### src/rtl/fdt_pkg.sv
// constants for the host-side whole-track format byte generator
// assumes one 50 MHz clock; used by fdt_format_host only, not by its buffer
package fdt_pkg;
   // byte values passed to the controller
   localparam logic [7:0] FM_FILL = 8'hFF;
   localparam logic [7:0] MFM_FILL = 8'h4E;
   localparam logic [7:0] ZERO = 8'h00;
   localparam logic [7:0] INDEX_MARK = 8'hFC;
   localparam logic [7:0] ID_MARK = 8'hFE;
   localparam logic [7:0] DATA_MARK = 8'hFB;
   localparam logic [7:0] CRC_CODE = 8'hF7;
   localparam logic [7:0] SYNC_A1_CODE = 8'hF5;
   localparam logic [7:0] SYNC_C2_CODE = 8'hF6;
   localparam logic [7:0] FM_DATA_FILL = 8'hE5;
   localparam logic [7:0] MFM_DATA_FILL = 8'h40;
   localparam logic [7:0] MARK_LOW = 8'hF5;
   localparam logic [7:0] MARK_HIGH = 8'hFE;
   // legal id field contents
   localparam logic [7:0] TRACK_MAX = 8'h4C;
   localparam logic [7:0] SIDE_MAX = 8'h01;
   localparam logic [7:0] SECTOR_FIRST = 8'h01;
   localparam int SECTORS_STD = 26;
   // single density byte counts
   localparam int FM_GAP5 = 40;
   localparam int FM_ZEROS = 6;
   localparam int FM_GAP1 = 26;
   localparam int FM_GAP2 = 11;
   localparam int FM_GAP3 = 27;
   localparam int FM_SECTOR_BYTES = 128;
   // double density byte counts
   localparam int MFM_GAP5 = 80;
   localparam int MFM_ZEROS = 12;
   localparam int MFM_SYNC = 3;
   localparam int MFM_GAP1 = 50;
   localparam int MFM_GAP2 = 22;
   localparam int MFM_GAP3 = 54;
   localparam int MFM_SECTOR_BYTES = 256;
   // positions inside the per-sector segment list; SEG_PRE_LAST is in the preamble list
   localparam logic [3:0] SEG_SYNC1 = 4'h1;
   localparam logic [3:0] SEG_TRACK = 4'h3;
   localparam logic [3:0] SEG_SIDE = 4'h4;
   localparam logic [3:0] SEG_SECTOR = 4'h5;
   localparam logic [3:0] SEG_LEN = 4'h6;
   localparam logic [3:0] SEG_ID_CRC = 4'h7;
   localparam logic [3:0] SEG_GAP2 = 4'h8;
   localparam logic [3:0] SEG_DATA = 4'hC;
   localparam logic [3:0] SEG_SECT_LAST = 4'hE;
   localparam logic [3:0] SEG_PRE_LAST = 4'h4;
   // generator states
   typedef enum logic [4:0] {
      ST_IDLE = 5'h01,
      ST_PRE = 5'h02,
      ST_SECT = 5'h04,
      ST_FILL = 5'h08,
      ST_SPARE = 5'h10
   } fdt_state_e;
endpackage

### src/rtl/fdt_format_host.sv
// host-side generator of the whole-track format byte stream
// assumes the controller already holds a write-track command; its byte request
// and completion interrupt arrive asynchronously and are synchronised here
//
// Overview of operation
// - sector length is 128, 256, 512 or 1024 bytes, nothing else
// - single density id fields carry length code 00, 128 bytes
// - double density id fields carry length code 01, 256 bytes
// - side 00 or 01, track 00-4C, sector 01-1A in each id field
// - byte F7 after a field makes the controller write two crc bytes
// - the per-sector pattern repeats 26 times per track
// - single density track end: send FF until the completion interrupt
// - double density track end: send 4E until the completion interrupt
// - id-to-data gap counts are exact: 11 FF 6 00, or 22 4E 12 00 3 A1
// - other gaps are minimums; the three A1 sync bytes are exact
// - bytes F5 to FE never appear in gaps, id or data fields
`timescale 1ns/1ps
`default_nettype none
module fdt_format_host #(
   parameter int SECTORS = fdt_pkg::SECTORS_STD,
   parameter int FM_BYTES = fdt_pkg::FM_SECTOR_BYTES,
   parameter int MFM_BYTES = fdt_pkg::MFM_SECTOR_BYTES
) (
   // clock and reset
   input wire logic clk,
   input wire logic rst_n,
   // user command
   input wire logic start,
   input wire logic double_density,
   input wire logic [7:0] track,
   input wire logic [7:0] side,
   output logic busy,
   output logic format_done,
   output logic start_refused,
   // controller data port
   output logic [7:0] fmt_data,
   output logic fmt_wr,
   input wire logic byte_request_out,
   input wire logic completion_interrupt_out
);
   // only the four sizes the controller supports; fill bytes stay clear of marks
   generate
      if (!(FM_BYTES inside {128, 256, 512, 1024}) ||
          !(MFM_BYTES inside {128, 256, 512, 1024})) begin : g_bad_size
         $error("sector length must be 128, 256, 512 or 1024 bytes");
      end
      if (SECTORS < 1 || SECTORS > 26) begin : g_bad_count
         $error("sector count must be 1 to 26");
      end
   endgenerate

   typedef struct packed {
      fdt_pkg::fdt_state_e st;
      logic dd;
      logic [7:0] trk;
      logic [7:0] sid;
      logic [7:0] sec;
      logic phase_sect;
      logic [3:0] idx;
      logic [10:0] cnt;
      logic req1;
      logic req2;
      logic req_prev;
      logic irq1;
      logic irq2;
      logic [7:0] wdata;
      logic wr;
      logic busy;
      logic done;
      logic refused;
   } fdt_host_s;

   fdt_host_s q;
   fdt_host_s d;
   logic [7:0] seg_byte;
   logic [10:0] seg_len;
   logic gen_valid;
   logic push;
   logic adv;
   logic active;
   logic req_rise;
   logic flush;
   logic buf_in_ready;
   logic buf_out_valid;
   logic buf_out_ready;
   logic [7:0] buf_out_data;

   // length code: 0 for 128 bytes up to 3 for 1024
   function automatic logic [7:0] len_code(input int bytes);
      return (bytes == 1024) ? 8'h03 : (bytes == 512) ? 8'h02 :
             (bytes == 256) ? 8'h01 : 8'h00;
   endfunction

   // one segment of the track: byte value and repeat count; count 0 is skipped
   function automatic logic [18:0] seg_info(input logic dd, input logic sect,
                                            input logic [3:0] i, input logic [7:0] trk,
                                            input logic [7:0] sid, input logic [7:0] sec);
      logic [7:0] fill;
      logic [7:0] b;
      int n;
      fill = dd ? fdt_pkg::MFM_FILL : fdt_pkg::FM_FILL;
      b = fill;
      n = 0;
      case ({sect, i})
         5'h00: begin b = fill; n = dd ? fdt_pkg::MFM_GAP5 : fdt_pkg::FM_GAP5; end
         5'h01: begin b = fdt_pkg::ZERO; n = dd ? fdt_pkg::MFM_ZEROS : fdt_pkg::FM_ZEROS; end
         5'h02: begin b = fdt_pkg::SYNC_C2_CODE; n = dd ? fdt_pkg::MFM_SYNC : 0; end
         5'h03: begin b = fdt_pkg::INDEX_MARK; n = 1; end
         5'h04: begin b = fill; n = dd ? fdt_pkg::MFM_GAP1 : fdt_pkg::FM_GAP1; end
         5'h10: begin b = fdt_pkg::ZERO; n = dd ? fdt_pkg::MFM_ZEROS : fdt_pkg::FM_ZEROS; end
         5'h11: begin b = fdt_pkg::SYNC_A1_CODE; n = dd ? fdt_pkg::MFM_SYNC : 0; end
         5'h12: begin b = fdt_pkg::ID_MARK; n = 1; end
         5'h13: begin b = trk; n = 1; end
         5'h14: begin b = sid; n = 1; end
         5'h15: begin b = sec; n = 1; end
         5'h16: begin b = dd ? len_code(MFM_BYTES) : len_code(FM_BYTES); n = 1; end
         5'h17: begin b = fdt_pkg::CRC_CODE; n = 1; end
         5'h18: begin b = fill; n = dd ? fdt_pkg::MFM_GAP2 : fdt_pkg::FM_GAP2; end
         5'h19: begin b = fdt_pkg::ZERO; n = dd ? fdt_pkg::MFM_ZEROS : fdt_pkg::FM_ZEROS; end
         5'h1A: begin b = fdt_pkg::SYNC_A1_CODE; n = dd ? fdt_pkg::MFM_SYNC : 0; end
         5'h1B: begin b = fdt_pkg::DATA_MARK; n = 1; end
         5'h1C: begin
            b = dd ? fdt_pkg::MFM_DATA_FILL : fdt_pkg::FM_DATA_FILL;
            n = dd ? MFM_BYTES : FM_BYTES;
         end
         5'h1D: begin b = fdt_pkg::CRC_CODE; n = 1; end
         5'h1E: begin b = fill; n = dd ? fdt_pkg::MFM_GAP3 : fdt_pkg::FM_GAP3; end
         default: begin b = fill; n = 0; end
      endcase
      return {b, 11'(n)};
   endfunction

   // current segment and the byte the generator offers
   always_comb begin
      {seg_byte, seg_len} = seg_info(q.dd, q.phase_sect, q.idx, q.trk, q.sid, q.sec);
      if (q.st == fdt_pkg::ST_FILL) begin
         seg_byte = q.dd ? fdt_pkg::MFM_FILL : fdt_pkg::FM_FILL;
      end
   end

   assign active = (q.st == fdt_pkg::ST_PRE) | (q.st == fdt_pkg::ST_SECT) |
                   (q.st == fdt_pkg::ST_FILL);
   assign gen_valid = (q.st == fdt_pkg::ST_FILL) | (active & (seg_len != '0));
   assign push = gen_valid & buf_in_ready;
   assign adv = (q.st != fdt_pkg::ST_FILL) & active & (push | (seg_len == '0));
   // one byte per request edge; the controller drops its request after each write
   assign req_rise = q.req2 & ~q.req_prev;
   assign buf_out_ready = active & req_rise & ~q.irq2;
   assign flush = active & q.irq2;

   // buffer lets the generator run ahead without losing a byte to a slow request
   fdt_skid_buf #(.W(8), .DEPTH(2)) u_buf (
      .clk(clk),
      .rst_n(rst_n),
      .flush(flush),
      .in_valid(gen_valid),
      .in_data(seg_byte),
      .in_ready(buf_in_ready),
      .out_valid(buf_out_valid),
      .out_data(buf_out_data),
      .out_ready(buf_out_ready)
   );

   // sequencing, pin synchronisers and the write strobe
   always_comb begin
      d = q;
      d.req1 = byte_request_out;
      d.req2 = q.req1;
      d.req_prev = q.req2;
      d.irq1 = completion_interrupt_out;
      d.irq2 = q.irq1;
      d.wr = 1'b0;
      d.done = 1'b0;
      d.refused = 1'b0;
      if (buf_out_ready && buf_out_valid) begin
         d.wdata = buf_out_data;
         d.wr = 1'b1;
      end
      if (adv) begin
         if (push && (q.cnt + 11'd1 < seg_len)) begin
            d.cnt = q.cnt + 11'd1;
         end else begin
            d.cnt = '0;
            d.idx = q.idx + 4'd1;
            if (!q.phase_sect && q.idx == fdt_pkg::SEG_PRE_LAST) begin
               d.st = fdt_pkg::ST_SECT;
               d.phase_sect = 1'b1;
               d.idx = '0;
            end else if (q.phase_sect && q.idx == fdt_pkg::SEG_SECT_LAST) begin
               d.idx = '0;
               if (q.sec == 8'(SECTORS)) begin
                  d.st = fdt_pkg::ST_FILL;
               end else begin
                  d.sec = q.sec + 8'd1;
               end
            end
         end
      end
      case (q.st)
         fdt_pkg::ST_IDLE: begin
            // a stale interrupt would end the new track at once, so refuse then
            if (start) begin
               if (track > fdt_pkg::TRACK_MAX || side > fdt_pkg::SIDE_MAX || q.irq2) begin
                  d.refused = 1'b1;
               end else begin
                  d.st = fdt_pkg::ST_PRE;
                  d.busy = 1'b1;
                  d.dd = double_density;
                  d.trk = track;
                  d.sid = side;
                  d.sec = fdt_pkg::SECTOR_FIRST;
                  d.phase_sect = 1'b0;
                  d.idx = '0;
                  d.cnt = '0;
               end
            end
         end
         fdt_pkg::ST_PRE, fdt_pkg::ST_SECT, fdt_pkg::ST_FILL: begin
            // the controller ends the track at the second index pulse
            if (q.irq2) begin
               d.st = fdt_pkg::ST_IDLE;
               d.busy = 1'b0;
               d.done = 1'b1;
            end
         end
         default: begin
            d.st = fdt_pkg::ST_IDLE;
            d.busy = 1'b0;
         end
      endcase
   end

   always_ff @(posedge clk) begin
      if (!rst_n) begin
         q <= '0;
         q.st <= fdt_pkg::ST_IDLE;
      end else begin
         q <= d;
      end
   end

   assign fmt_data = q.wdata;
   assign fmt_wr = q.wr;
   assign busy = q.busy;
   assign format_done = q.done;
   assign start_refused = q.refused;
endmodule
`default_nettype wire

### src/rtl/fdt_skid_buf.sv
// two-entry byte buffer between the format generator and the controller port
// assumes push and pop come from logic on the same clock
`timescale 1ns/1ps
`default_nettype none
module fdt_skid_buf #(
   parameter int W = 8,
   parameter int DEPTH = 2
) (
   // clock and reset
   input wire logic clk,
   input wire logic rst_n,
   input wire logic flush,
   // fill side
   input wire logic in_valid,
   input wire logic [W-1:0] in_data,
   output logic in_ready,
   // drain side
   output logic out_valid,
   output logic [W-1:0] out_data,
   input wire logic out_ready
);
   localparam int AW = (DEPTH > 1) ? $clog2(DEPTH) : 1;
   generate
      if (DEPTH < 2 || (DEPTH & (DEPTH - 1)) != 0) begin : g_bad_depth
         $error("buffer depth must be a power of two, at least two");
      end
   endgenerate

   typedef struct packed {
      logic [DEPTH-1:0][W-1:0] mem;
      logic [AW-1:0] wp;
      logic [AW-1:0] rp;
      logic [AW:0] cnt;
   } fdt_buf_s;

   fdt_buf_s q;
   fdt_buf_s d;
   logic push;
   logic pop;

   // honest flags straight from the occupancy count
   assign in_ready = (q.cnt < (AW+1)'(DEPTH));
   assign out_valid = (q.cnt != '0);
   assign out_data = q.mem[q.rp];
   assign push = in_valid & in_ready;
   assign pop = out_valid & out_ready;

   // pointer and count update; flush drops everything held
   always_comb begin
      d = q;
      if (push) begin
         d.mem[q.wp] = in_data;
         d.wp = q.wp + 1'b1;
      end
      if (pop) begin
         d.rp = q.rp + 1'b1;
      end
      d.cnt = q.cnt + (AW+1)'(push) - (AW+1)'(pop);
      if (flush) begin
         d.wp = '0;
         d.rp = '0;
         d.cnt = '0;
      end
   end

   always_ff @(posedge clk) begin
      if (!rst_n) begin
         q <= '0;
      end else begin
         q <= d;
      end
   end
endmodule
`default_nettype wire

### config.mk
export PLATFORM = sky130hd
export DESIGN_NAME = fdt_format_host
export DESIGN_NICKNAME = d
export VERILOG_FILES = /design/src/rtl/fdt_pkg.sv /design/src/rtl/fdt_format_host.sv /design/src/rtl/fdt_skid_buf.sv
export SDC_FILE = /design/constraint.sdc
export NUM_CORES = 1
export LEC_CHECK = 0
export BUFFER_PORTS_ARGS = -buffer_cell sky130_fd_sc_hd__buf_2
export CORE_MARGIN = 2
export CORE_UTILIZATION = 61
export CTS_CLUSTER_DIAMETER = 150
export CTS_CLUSTER_SIZE = 20
export DETAILED_ROUTE_END_ITERATION = 6
export PLACE_DENSITY = 0.8
export SLEW_MARGIN = 40
export SYNTH_ARGS = -nofsm -noshare
export SYNTH_HDL_FRONTEND = slang
export SYNTH_SLANG_ARGS = --single-unit
### constraint.sdc
create_clock -name clk -period 4.5 [get_ports clk]
set_clock_uncertainty 0.05 [all_clocks]
set_input_delay 1.35 -clock clk [delete_from_list [all_inputs] [get_ports clk]]
set_output_delay 1.35 -clock clk [all_outputs]
set_load 0.005 [all_outputs]
**Word-level counts from Yosys, hierarchy flattened**

Index checks and enable logic that the tools add are counted.

- Register bits after elaboration: 83
- Bits in latches: 0
- Memory bits (writable): 0
- Memory bits (read-only): 0
- Input bits: 22
- Output and inout port bits: 12
- Memories kept: 0

- Add/sub/neg operators: 7
- Multipliers: 0
- Divide/modulo/power cells: 0
- Order comparisons: 7
- Eq/ne operators: 30
- Shift operators: 0
- Multiplexer cells: 43
- Bitwise gates (word level): 17
- Reduce and logical (&&, ||, !) cells: 23

Operators by type and width:

| kind | count |
|---|---|
| 8-bit one-hot mux with 12 select lines | 1 |
| 46-bit two-way mux | 2 |
| 5-bit == test, second input constant | 15 |
| 8-bit two-way mux | 9 |
| 9-bit one-hot mux with 8 select lines | 1 |
| 24-bit two-way mux | 2 |
| 5-bit two-way mux | 7 |
| 16-bit bitwise mux | 1 |
| 5-bit by 2-bit == test with 1-bit output, second input constant | 3 |
| 13-bit two-way mux | 1 |
| 4-bit two-way mux | 3 |
| 6-bit two-way mux | 2 |
| 11-bit by 1-bit adder with 11-bit output, second input constant | 1 |
| 11-bit logical NOT | 1 |
| 11-bit < comparator | 1 |
| 11-bit two-way mux | 1 |
| 11-bit nonzero test | 1 |
| 5-bit by 1-bit == test with 1-bit output, second input constant | 2 |
| 5-bit by 3-bit == test with 1-bit output, second input constant | 2 |
| 5-bit one-hot mux with 2 select lines | 1 |
| 1-bit bitwise AND | 9 |
| 9-bit two-way mux | 1 |
| 3-bit AND reduction | 3 |
| 3-bit OR reduction | 3 |
| 31 further kinds | 54 |

**Longest topological paths before layout**

Gate-level depths: netlist (run 1).

- Word-level depth: 13
- Depth in mapped cells: 16

**Modules after synthesis**

A second synthesis (run 1) with hierarchy kept.

- Cells, all modules: 560
- Area, all modules: 4,800.9 µm²

By module, submodules not included:

| module | times used | cells an instance | area each (µm²) |
|---|---|---|---|
| fdt_format_host | 1 | 473 | 3,866.2 |
| fdt_skid_buf | 1 | 87 | 934.6 |

**Worst setup path before layout (run 1)**

Ideal clock, no wire load.

- Path type: in2reg
- Start point: input port side[7]
- End point: register q[18] in the netlist's numbering
- Arrival: 3,129 ps
- Data required time: 4,318 ps
- Path slack: 1,189 ps
- Cell stages on the path: 7
- Path buffers: 2
- Path through: nor4_1 nand3_1 a2111oi_2 nand2b_1 clkbuf_1 clkbuf_1 a21oi_1

- Word-level cells in the longest chain between the ends: 6

RTL lines:

| element | RTL line | text |
|---|---|---|
| start, declared | fdt_format_host.sv:31 | `input wire logic [7:0] side,` |
| 8-bit by 1-bit greater-than comparator with 1-bit output | fdt_format_host.sv:203 | `if (track > fdt_pkg::TRACK_MAX \|\| side > fdt_pkg::SIDE_MAX \|\| q.irq2) begin` |
| 1-bit logical OR (2 in series) | fdt_format_host.sv:203 |  |
| 46-bit two-way mux | fdt_format_host.sv:203 |  |
| 46-bit two-way mux | fdt_format_host.sv:202 | `if (start) begin` |
| 24-bit two-way mux | fdt_format_host.sv:199 | `case (q.st)` |
| end, declared | fdt_format_host.sv:73 | `fdt_host_s q;` |

No other way between the ends.
A chain may end at the register's enable or synchronous reset.

**Worst setup path after layout (run 1)**

- Start point: register q[30] in the netlist's numbering
- End point: register q[17] in the netlist's numbering

- Word-level cells in the longest chain between the ends: 13

RTL lines:

| element | RTL line | text |
|---|---|---|
| 5-bit == test, or another cell as far along | fdt_format_host.sv:104 | `case ({sect, i})` |
| 9-bit OR reduction (no source line) / 3-bit OR reduction (equally long branches) | -- |  |
| 9-bit one-hot mux with 8 select lines (*) | fdt_format_host.sv:104 |  |
| 11-bit nonzero test | fdt_format_host.sv:143 | `assign gen_valid = (q.st == fdt_pkg::ST_FILL) \| (active & (seg_len != '0));` |
| 1-bit bitwise AND | fdt_format_host.sv:143 |  |
| 1-bit OR | fdt_format_host.sv:143 |  |
| 1-bit bitwise AND | fdt_format_host.sv:144 | `assign push = gen_valid & buf_in_ready;` |
| 1-bit OR / 1-bit logical AND (equally long branches) | fdt_format_host.sv:145, fdt_format_host.sv:180 |  |
| 1-bit bitwise AND / 11-bit two-way mux (equally long branches) | fdt_format_host.sv:145, fdt_format_host.sv:180 |  |
| 24-bit two-way mux (*) | fdt_format_host.sv:179 | `if (adv) begin` |
| 46-bit two-way mux | fdt_format_host.sv:203 |  |
| 46-bit two-way mux | fdt_format_host.sv:202 |  |
| 24-bit two-way mux (*) | fdt_format_host.sv:199 |  |

Mark *: on every way between the ends. The rest lies on a longest branch, timed or not.

==> flow_metrics.env, run 1 <==
export IMPL_ant_nets=0
export IMPL_synth_seq_area_share_pct=34.66
export IMPL_synth_edf_count=0
export IMPL_fin_hold_ws_ps=399.1
export IMPL_portBuffers=33
export IMPL_worstPathCellList="clkinv_1, nor2_1, a22o_1, a21oi_1, ha_1, a21oi_1, o21ai_0, and3b_1, a211oi_1, or4_4, or3_1, a21oi_1"
export IMPL_design_area_um2=5142
export IMPL_clk_path_buf_depth=2
export IMPL_cts_setup_buffers=0
export IMPL_synthFlopType="dfxtp_1"
export IMPL_wl_um=11550
export IMPL_yosys_top_cells_area="dfxtp_1, mux2i_1, nor2_1"
export IMPL_cap_violations=0
export IMPL_async_flop_share_pct=0
export IMPL_setup_tns_ps=0
export IMPL_post_place_ws_ps=569.7
export IMPL_dieArea_um2=8583
export IMPL_wl_per_cell_um=16.67
export IMPL_grt_pass1_vias=3861
export IMPL_pin_count=34
export IMPL_critPathKind="flop to flop"
export IMPL_diodes=0
export IMPL_grt_usage_pct=27.53
export IMPL_use_met3_pct=4.231
export IMPL_antenna_found_initial=0
export IMPL_setup_viol=0
export IMPL_hold_viol_final=0
export IMPL_grtUsageMet2_pct=44.16
export IMPL_leakagePower_nw=1.946
export IMPL_rsz0062_at_grt="false"
export IMPL_maxSlewViolCount=0
export IMPL_syn_avg_cell_area_um2=8.293
export IMPL_post_route_drc_count=0
export IMPL_post_route_period_util_pct=86.95
export IMPL_slowest_stage="dfxtp_1"
export IMPL_ys_seq_elements=83
export IMPL_place_congestion=0.9698
export IMPL_cp_start_kind="flop"
export IMPL_arrival_ps=4160
export IMPL_clock_sinks=83
export IMPL_root_buffer="clkbuf_8"
export IMPL_die_x_um=92.65
export IMPL_slowest_delay_ps=850
export IMPL_die_h_um=92.65
export IMPL_start_util_pct=62.35
export IMPL_use_met1_pct=37.88
export IMPL_grt_max_degree=38
export IMPL_synth_top_area_share_pct=34.66
export IMPL_synth_top_cell_by_area="dfxtp_1"
export IMPL_crit_top_cell="a21oi_1"
export IMPL_vias_per_cell=6.150
export IMPL_htreeDepth=3
export IMPL_tightest_slew_ps=795.0
export IMPL_syn_num_nets=617
export IMPL_cp_required_ps=4750
export IMPL_ctsResizeCount=0
export IMPL_top_usage_layer="met2"
export IMPL_post_route_min_period_ps=3913
export IMPL_finalNetCount=625
export IMPL_first_iter_violations=529
export IMPL_worst_slack_ps=587.1
export IMPL_cts_tree="yes"
export IMPL_grt_ovfl_total=0
export IMPL_crit_path_end_kind="flop"
export IMPL_yosysWarnings=0
export IMPL_p_per_area_nw_per_um2=251.4
export IMPL_clock_fmax_mhz=255.6
export IMPL_clk_latency_ps=360
export IMPL_crit_family="simple AND/OR/NAND/NOR gates"
export IMPL_placed_area_um2=4949
export IMPL_core_um2=7687
export IMPL_relSlewSlack_pct=46.93
export IMPL_grt_pass1_wl_um=18870
export IMPL_dr_pass1_iters=5
export IMPL_vias=4262
export IMPL_holdBufCountCts=0
export IMPL_finalNonFillerCells=693
export IMPL_cts_inserted_buffers=9
export IMPL_worst_hold_path_type="flop to flop"
export IMPL_synth_cells=578
export IMPL_crit_fanout=24
export IMPL_drive_gt1_share_pct=13.87
export IMPL_syn_to_final_growth_pct=7.283
export IMPL_worst_path_buf_inv=1
export IMPL_ir_drop_v=0.0001342
export IMPL_placementRows=32
export IMPL_cts_reportedPaths_clkPinSlew_ps=90
export IMPL_outcome="completed"
export IMPL_dp_hpwl_um=8345
export IMPL_ys_types=75
export IMPL_fillCellCount=631
export IMPL_place_inst=677
export IMPL_syn_area_um2=4793
[Yosys cell counts, types with 8 or more instances]
library cell and count:
a31oi_1 10, nand2_1 54, nor3_1 13, a211oi_1 11
clkbuf_1 15, ha_1 17, mux2i_1 29, nand2b_1 9
a21o_1 9, o21ai_0 22, buf_2 14, and2_1 21
nand4_1 8, dfxtp_1 83, inv_1 16, nor2_1 59
buf_4 8, a21oi_1 36, nand3_1 25
[report_power, final]
group / switching (mW) / total (mW) / internal [mW]
sequential: 0.00697 / 0.746 / 0.739
clock: 0.298 / 0.509 / 0.210
combinational: 0.0237 / 0.0380 / 0.0143
[flip-flops by register name, summed over array words and instances (netlist names)]
register and count:
busy 1, d 3, fmt_data 8, fmt_wr 1, format_done 1, q 48
start_refused 1, u_buf.q 20
[cells by family after synthesis]
| logic type | count (synthesis) | synth area share (%) |
|---|---|---|
| DFF | 83 | 34.66 |
| and+or+nand+nor | 232 | 24.33 |
| xor gates and xnor gates | 12 | 2.193 |
| AOI/OAI and AO/OA | 141 | 21.30 |
| muxes | 31 | 6.761 |
| adders and majority gates | 17 | 4.437 |
| other | 1 | 0.07823 |
| buffers and inverters | 61 | 6.238 |
[routing by layer]
metal / vias to the layer above / part of all wire [%]
li1: 2085 / -
met1: 1988 / 44
met2: 174 / 48
met3: 15 / 6.8
met4: 0 / 1.5
met5: - / 0
[worst reg2reg max path, cell delays in order, from the launching register on]
cell	delay, ps
dfxtp_1	850
clkinv_1	260
nor2_1	230
a22o_1	170
a21oi_1	70
ha_1	340
a21oi_1	200
o21ai_0	120
and3b_1	230
a211oi_1	120
or4_4	710
or3_1	360
a21oi_1	150
[placed cells by master, fill, tap and decap left out, drive strengths merged, types with 5 or more instances in the layout]
master	count
nor2	59
clkbuf	9
nor3	14
a21oi	36
o211ai	7
nand2	56
o21ai	23
inv	20
ha	17
dfxtp	83
xor2	5
nand4	8
a211oi	11
or2	8
o31ai	6
a22o	5
a21o	9
mux2i	30
a311oi	5
a31oi	10
nand3	25
and3	6
xnor2	7
and2	21
nand2b	9
buf	41
[layout make-up]
cell class                      count  area [um2]  share of cell area [%]
Tap cell                          102       127.6                   2.482
Inverter                           17       63.81                   1.241
Timing Repair Buffer               41       225.2                   4.380
Clock inverter                      7       58.81                   1.144
Clock buffer                        9       123.9                   2.409
Sequential cell                    83        1662                   32.31
Multi-Input combinational cell    434        2882                   56.03
[final timing paths]
check,startpoint,endpoint,slack (ps),depth (start not counted)
setup reg to reg,q[30],q[17],590,12
setup / recovery,q[30],q[17],590,12
hold reg to reg,d[12],q[12],400,1
hold / removal,d[12],q[12],400,1
[stage by stage]
stage	total power, mW	util (%)
2_1_floorplan	0.7797	-
3_3_place_gp	0.7989	64.24
3_5_place_dp	0.8008	64.37
4_1_cts	1.299	66.75
5_1_grt	1.331	66.89
6_report	1.293	66.89
(Power assumes the default switching activity.)
==> run 2, diff against run 1 <==
==> constraint.sdc (replaced) <==
create_clock -name clk -period 4.2 [get_ports clk]
set_clock_uncertainty 0.05 [all_clocks]
set_input_delay 1.26 -clock clk [delete_from_list [all_inputs] [get_ports clk]]
set_output_delay 1.26 -clock clk [all_outputs]
set_load 0.005 [all_outputs]
==> flow_metrics.env, run 2 (same netlist as run 1, synthesis figures left out) <==
export IMPL_arrival_ps=4060
export IMPL_rrSetupSlack_ps=370
export IMPL_post_route_drc_count=3
export IMPL_setup_viol=0
export IMPL_core_um2=7687
export IMPL_htreeDepth=3
export IMPL_maxSlewViolCount=0
export IMPL_ir_drop_v=0.0001803
export IMPL_r2r_end="q[38]"
export IMPL_cts_tree="yes"
export IMPL_wl_um=11590
export IMPL_setup_tns_ps=0
export IMPL_clk_path_buf_depth=2
export IMPL_final_cell_mix="dfxtp_1, nor2_1, nand2_1"
export IMPL_dr_pass1_iters=7
export IMPL_cp_start_kind="flop"
export IMPL_largest_reg_flops=48
export IMPL_ant_nets=0
export IMPL_finalNetCount=628
export IMPL_outcome="finished, violations left"
export IMPL_clock_sinks=83
export IMPL_grt_pass1_wl_um=18790
export IMPL_dp_hpwl_um=8613
export IMPL_holdPathStages=1
export IMPL_rr_worst_depth=14
export IMPL_cts_reportedPaths_clkPinSlew_ps=90
export IMPL_final_common_cell="dfxtp_1"
export IMPL_diodes=0
export IMPL_regMostFlops="q"
export IMPL_leakagePower_nw=1.957
export IMPL_r2r_start="q[28]"
export IMPL_grt_max_degree=38
export IMPL_place_congestion=0.9121
export IMPL_holdBufCountCts=0
export IMPL_crit_fanout=14
export IMPL_worst_slack_ps=369.6
export IMPL_clock_fmax_mhz=261.1
export IMPL_cap_violations=0
export IMPL_tightest_slew_ps=785.4
export IMPL_p_per_area_nw_per_um2=268.0
export IMPL_dieArea_um2=8583
export IMPL_antenna_found_initial=0
export IMPL_start_util_pct=62.35
export IMPL_clk_latency_ps=360
export IMPL_violations="DRC"
export IMPL_syn_to_final_growth_pct=7.570
export IMPL_die_h_um=92.65
export IMPL_post_route_min_period_ps=3830
export IMPL_die_x_um=92.65
export IMPL_cts_inserted_buffers=9
export IMPL_cp_required_ps=4430
export IMPL_vias_per_cell=6.184
export IMPL_wl_per_cell_um=16.65
export IMPL_post_route_period_util_pct=91.20
export IMPL_grt_ovfl_total=0
export IMPL_min_delay_start="d[12]"
export IMPL_grt_pass1_vias=3899
export IMPL_min_to="q[12]"
export IMPL_ctsResizeCount=0
export IMPL_cts_setup_buffers=0
export IMPL_relSlewSlack_pct=47.24
export IMPL_crit_start="q[28]"
export IMPL_critPathKind="flop to flop"
export IMPL_grt_usage_pct=27.52
export IMPL_placementRows=32
export IMPL_vias=4304
export IMPL_worst_hold_path_type="flop to flop"
export IMPL_rsz0062_at_grt="false"
export IMPL_portBuffers=33
export IMPL_drive_gt1_share_pct=14.48
export IMPL_crit_path_end_kind="flop"
export IMPL_hold_viol_final=0
export IMPL_pin_count=34
export IMPL_root_buffer="clkbuf_8"
export IMPL_post_place_ws_ps=379.5
export IMPL_first_iter_violations=447
==> run 2: cell types whose count changed in the layout (fill, tap and decap cells not counted) <==
cell and delta:
dfxtp_2 +1, nor4_2 +1, dfxtp_1 -1, nor4_4 -1, clkinvlp_4 +1, clkinv_4 -1
buf_4 +3
==> run 2: how the worst max path moves through the flow <==
stage                 end  slack, ps  cells past startpoint
finish              q[38]        370                     14
global route        q[17]        110                     13
detailed placement  q[17]        380                     12
global placement    q[17]        490                     12
floorplan           q[33]        930                     16
CTS                 q[17]        350                     12
==> run 2: through the flow <==
stage | hold slack [ps] | instance area, um2 | cells | util [%] | total power [mW]
5_1_grt | 412.1 | 5156 | 696 | 67.07 | 1.431
3_5_place_dp | 369.4 | 4971 | 680 | 64.66 | 0.8583
3_3_place_gp | 363.2 | 4961 | 680 | 64.53 | 0.8566
4_1_cts | 388.4 | 5152 | 696 | 67.02 | 1.391
6_report | 389.1 | 5156 | 696 | 67.07 | 1.382
2_1_floorplan | 361.9 | 4793 | 578 | - | 0.8354
==> run 2: routing by layer <==
metal | vias to the layer above | wire (um) | track usage, %
met2 | 153 | 5451 | 45.80
li1 | 2095 | - | -
met1 | 2029 | 5245 | 37.19
met5 | - | 0 | 0
met3 | 27 | 660 | 3.743
met4 | 0 | 232 | 8.578
==> run 2: area by class of cell <==
cell class                      count  area, um2
Clock buffer                        9      123.9
Clock inverter                      7      57.56
Fill cell                         663       2531
Inverter                           17      63.81
Multi-Input combinational cell    434       2873
Sequential cell                    83       1663
Tap cell                          102      127.6
Timing Repair Buffer               44      247.7
==> run 2: power breakdown <==
part / internal (mW) / total [mW] / switching (mW)
combinational: 0.0159 / 0.0410 / 0.0251
sequential: 0.792 / 0.800 / 0.00780
clock: 0.224 / 0.541 / 0.317
==> run 2: worst max-delay path: stages (launching register included) <==
cell and delay, ps:
dfxtp_1 360, inv_1 120, ha_1 530, nand2_1 200, nor3_1 200, a31oi_1 80, ha_1 350, nand2_1 70
o21ai_0 220, and3b_1 210, a211oi_1 400, nor4_2 100, buf_4 200, or4_1 480, a31oi_1 180
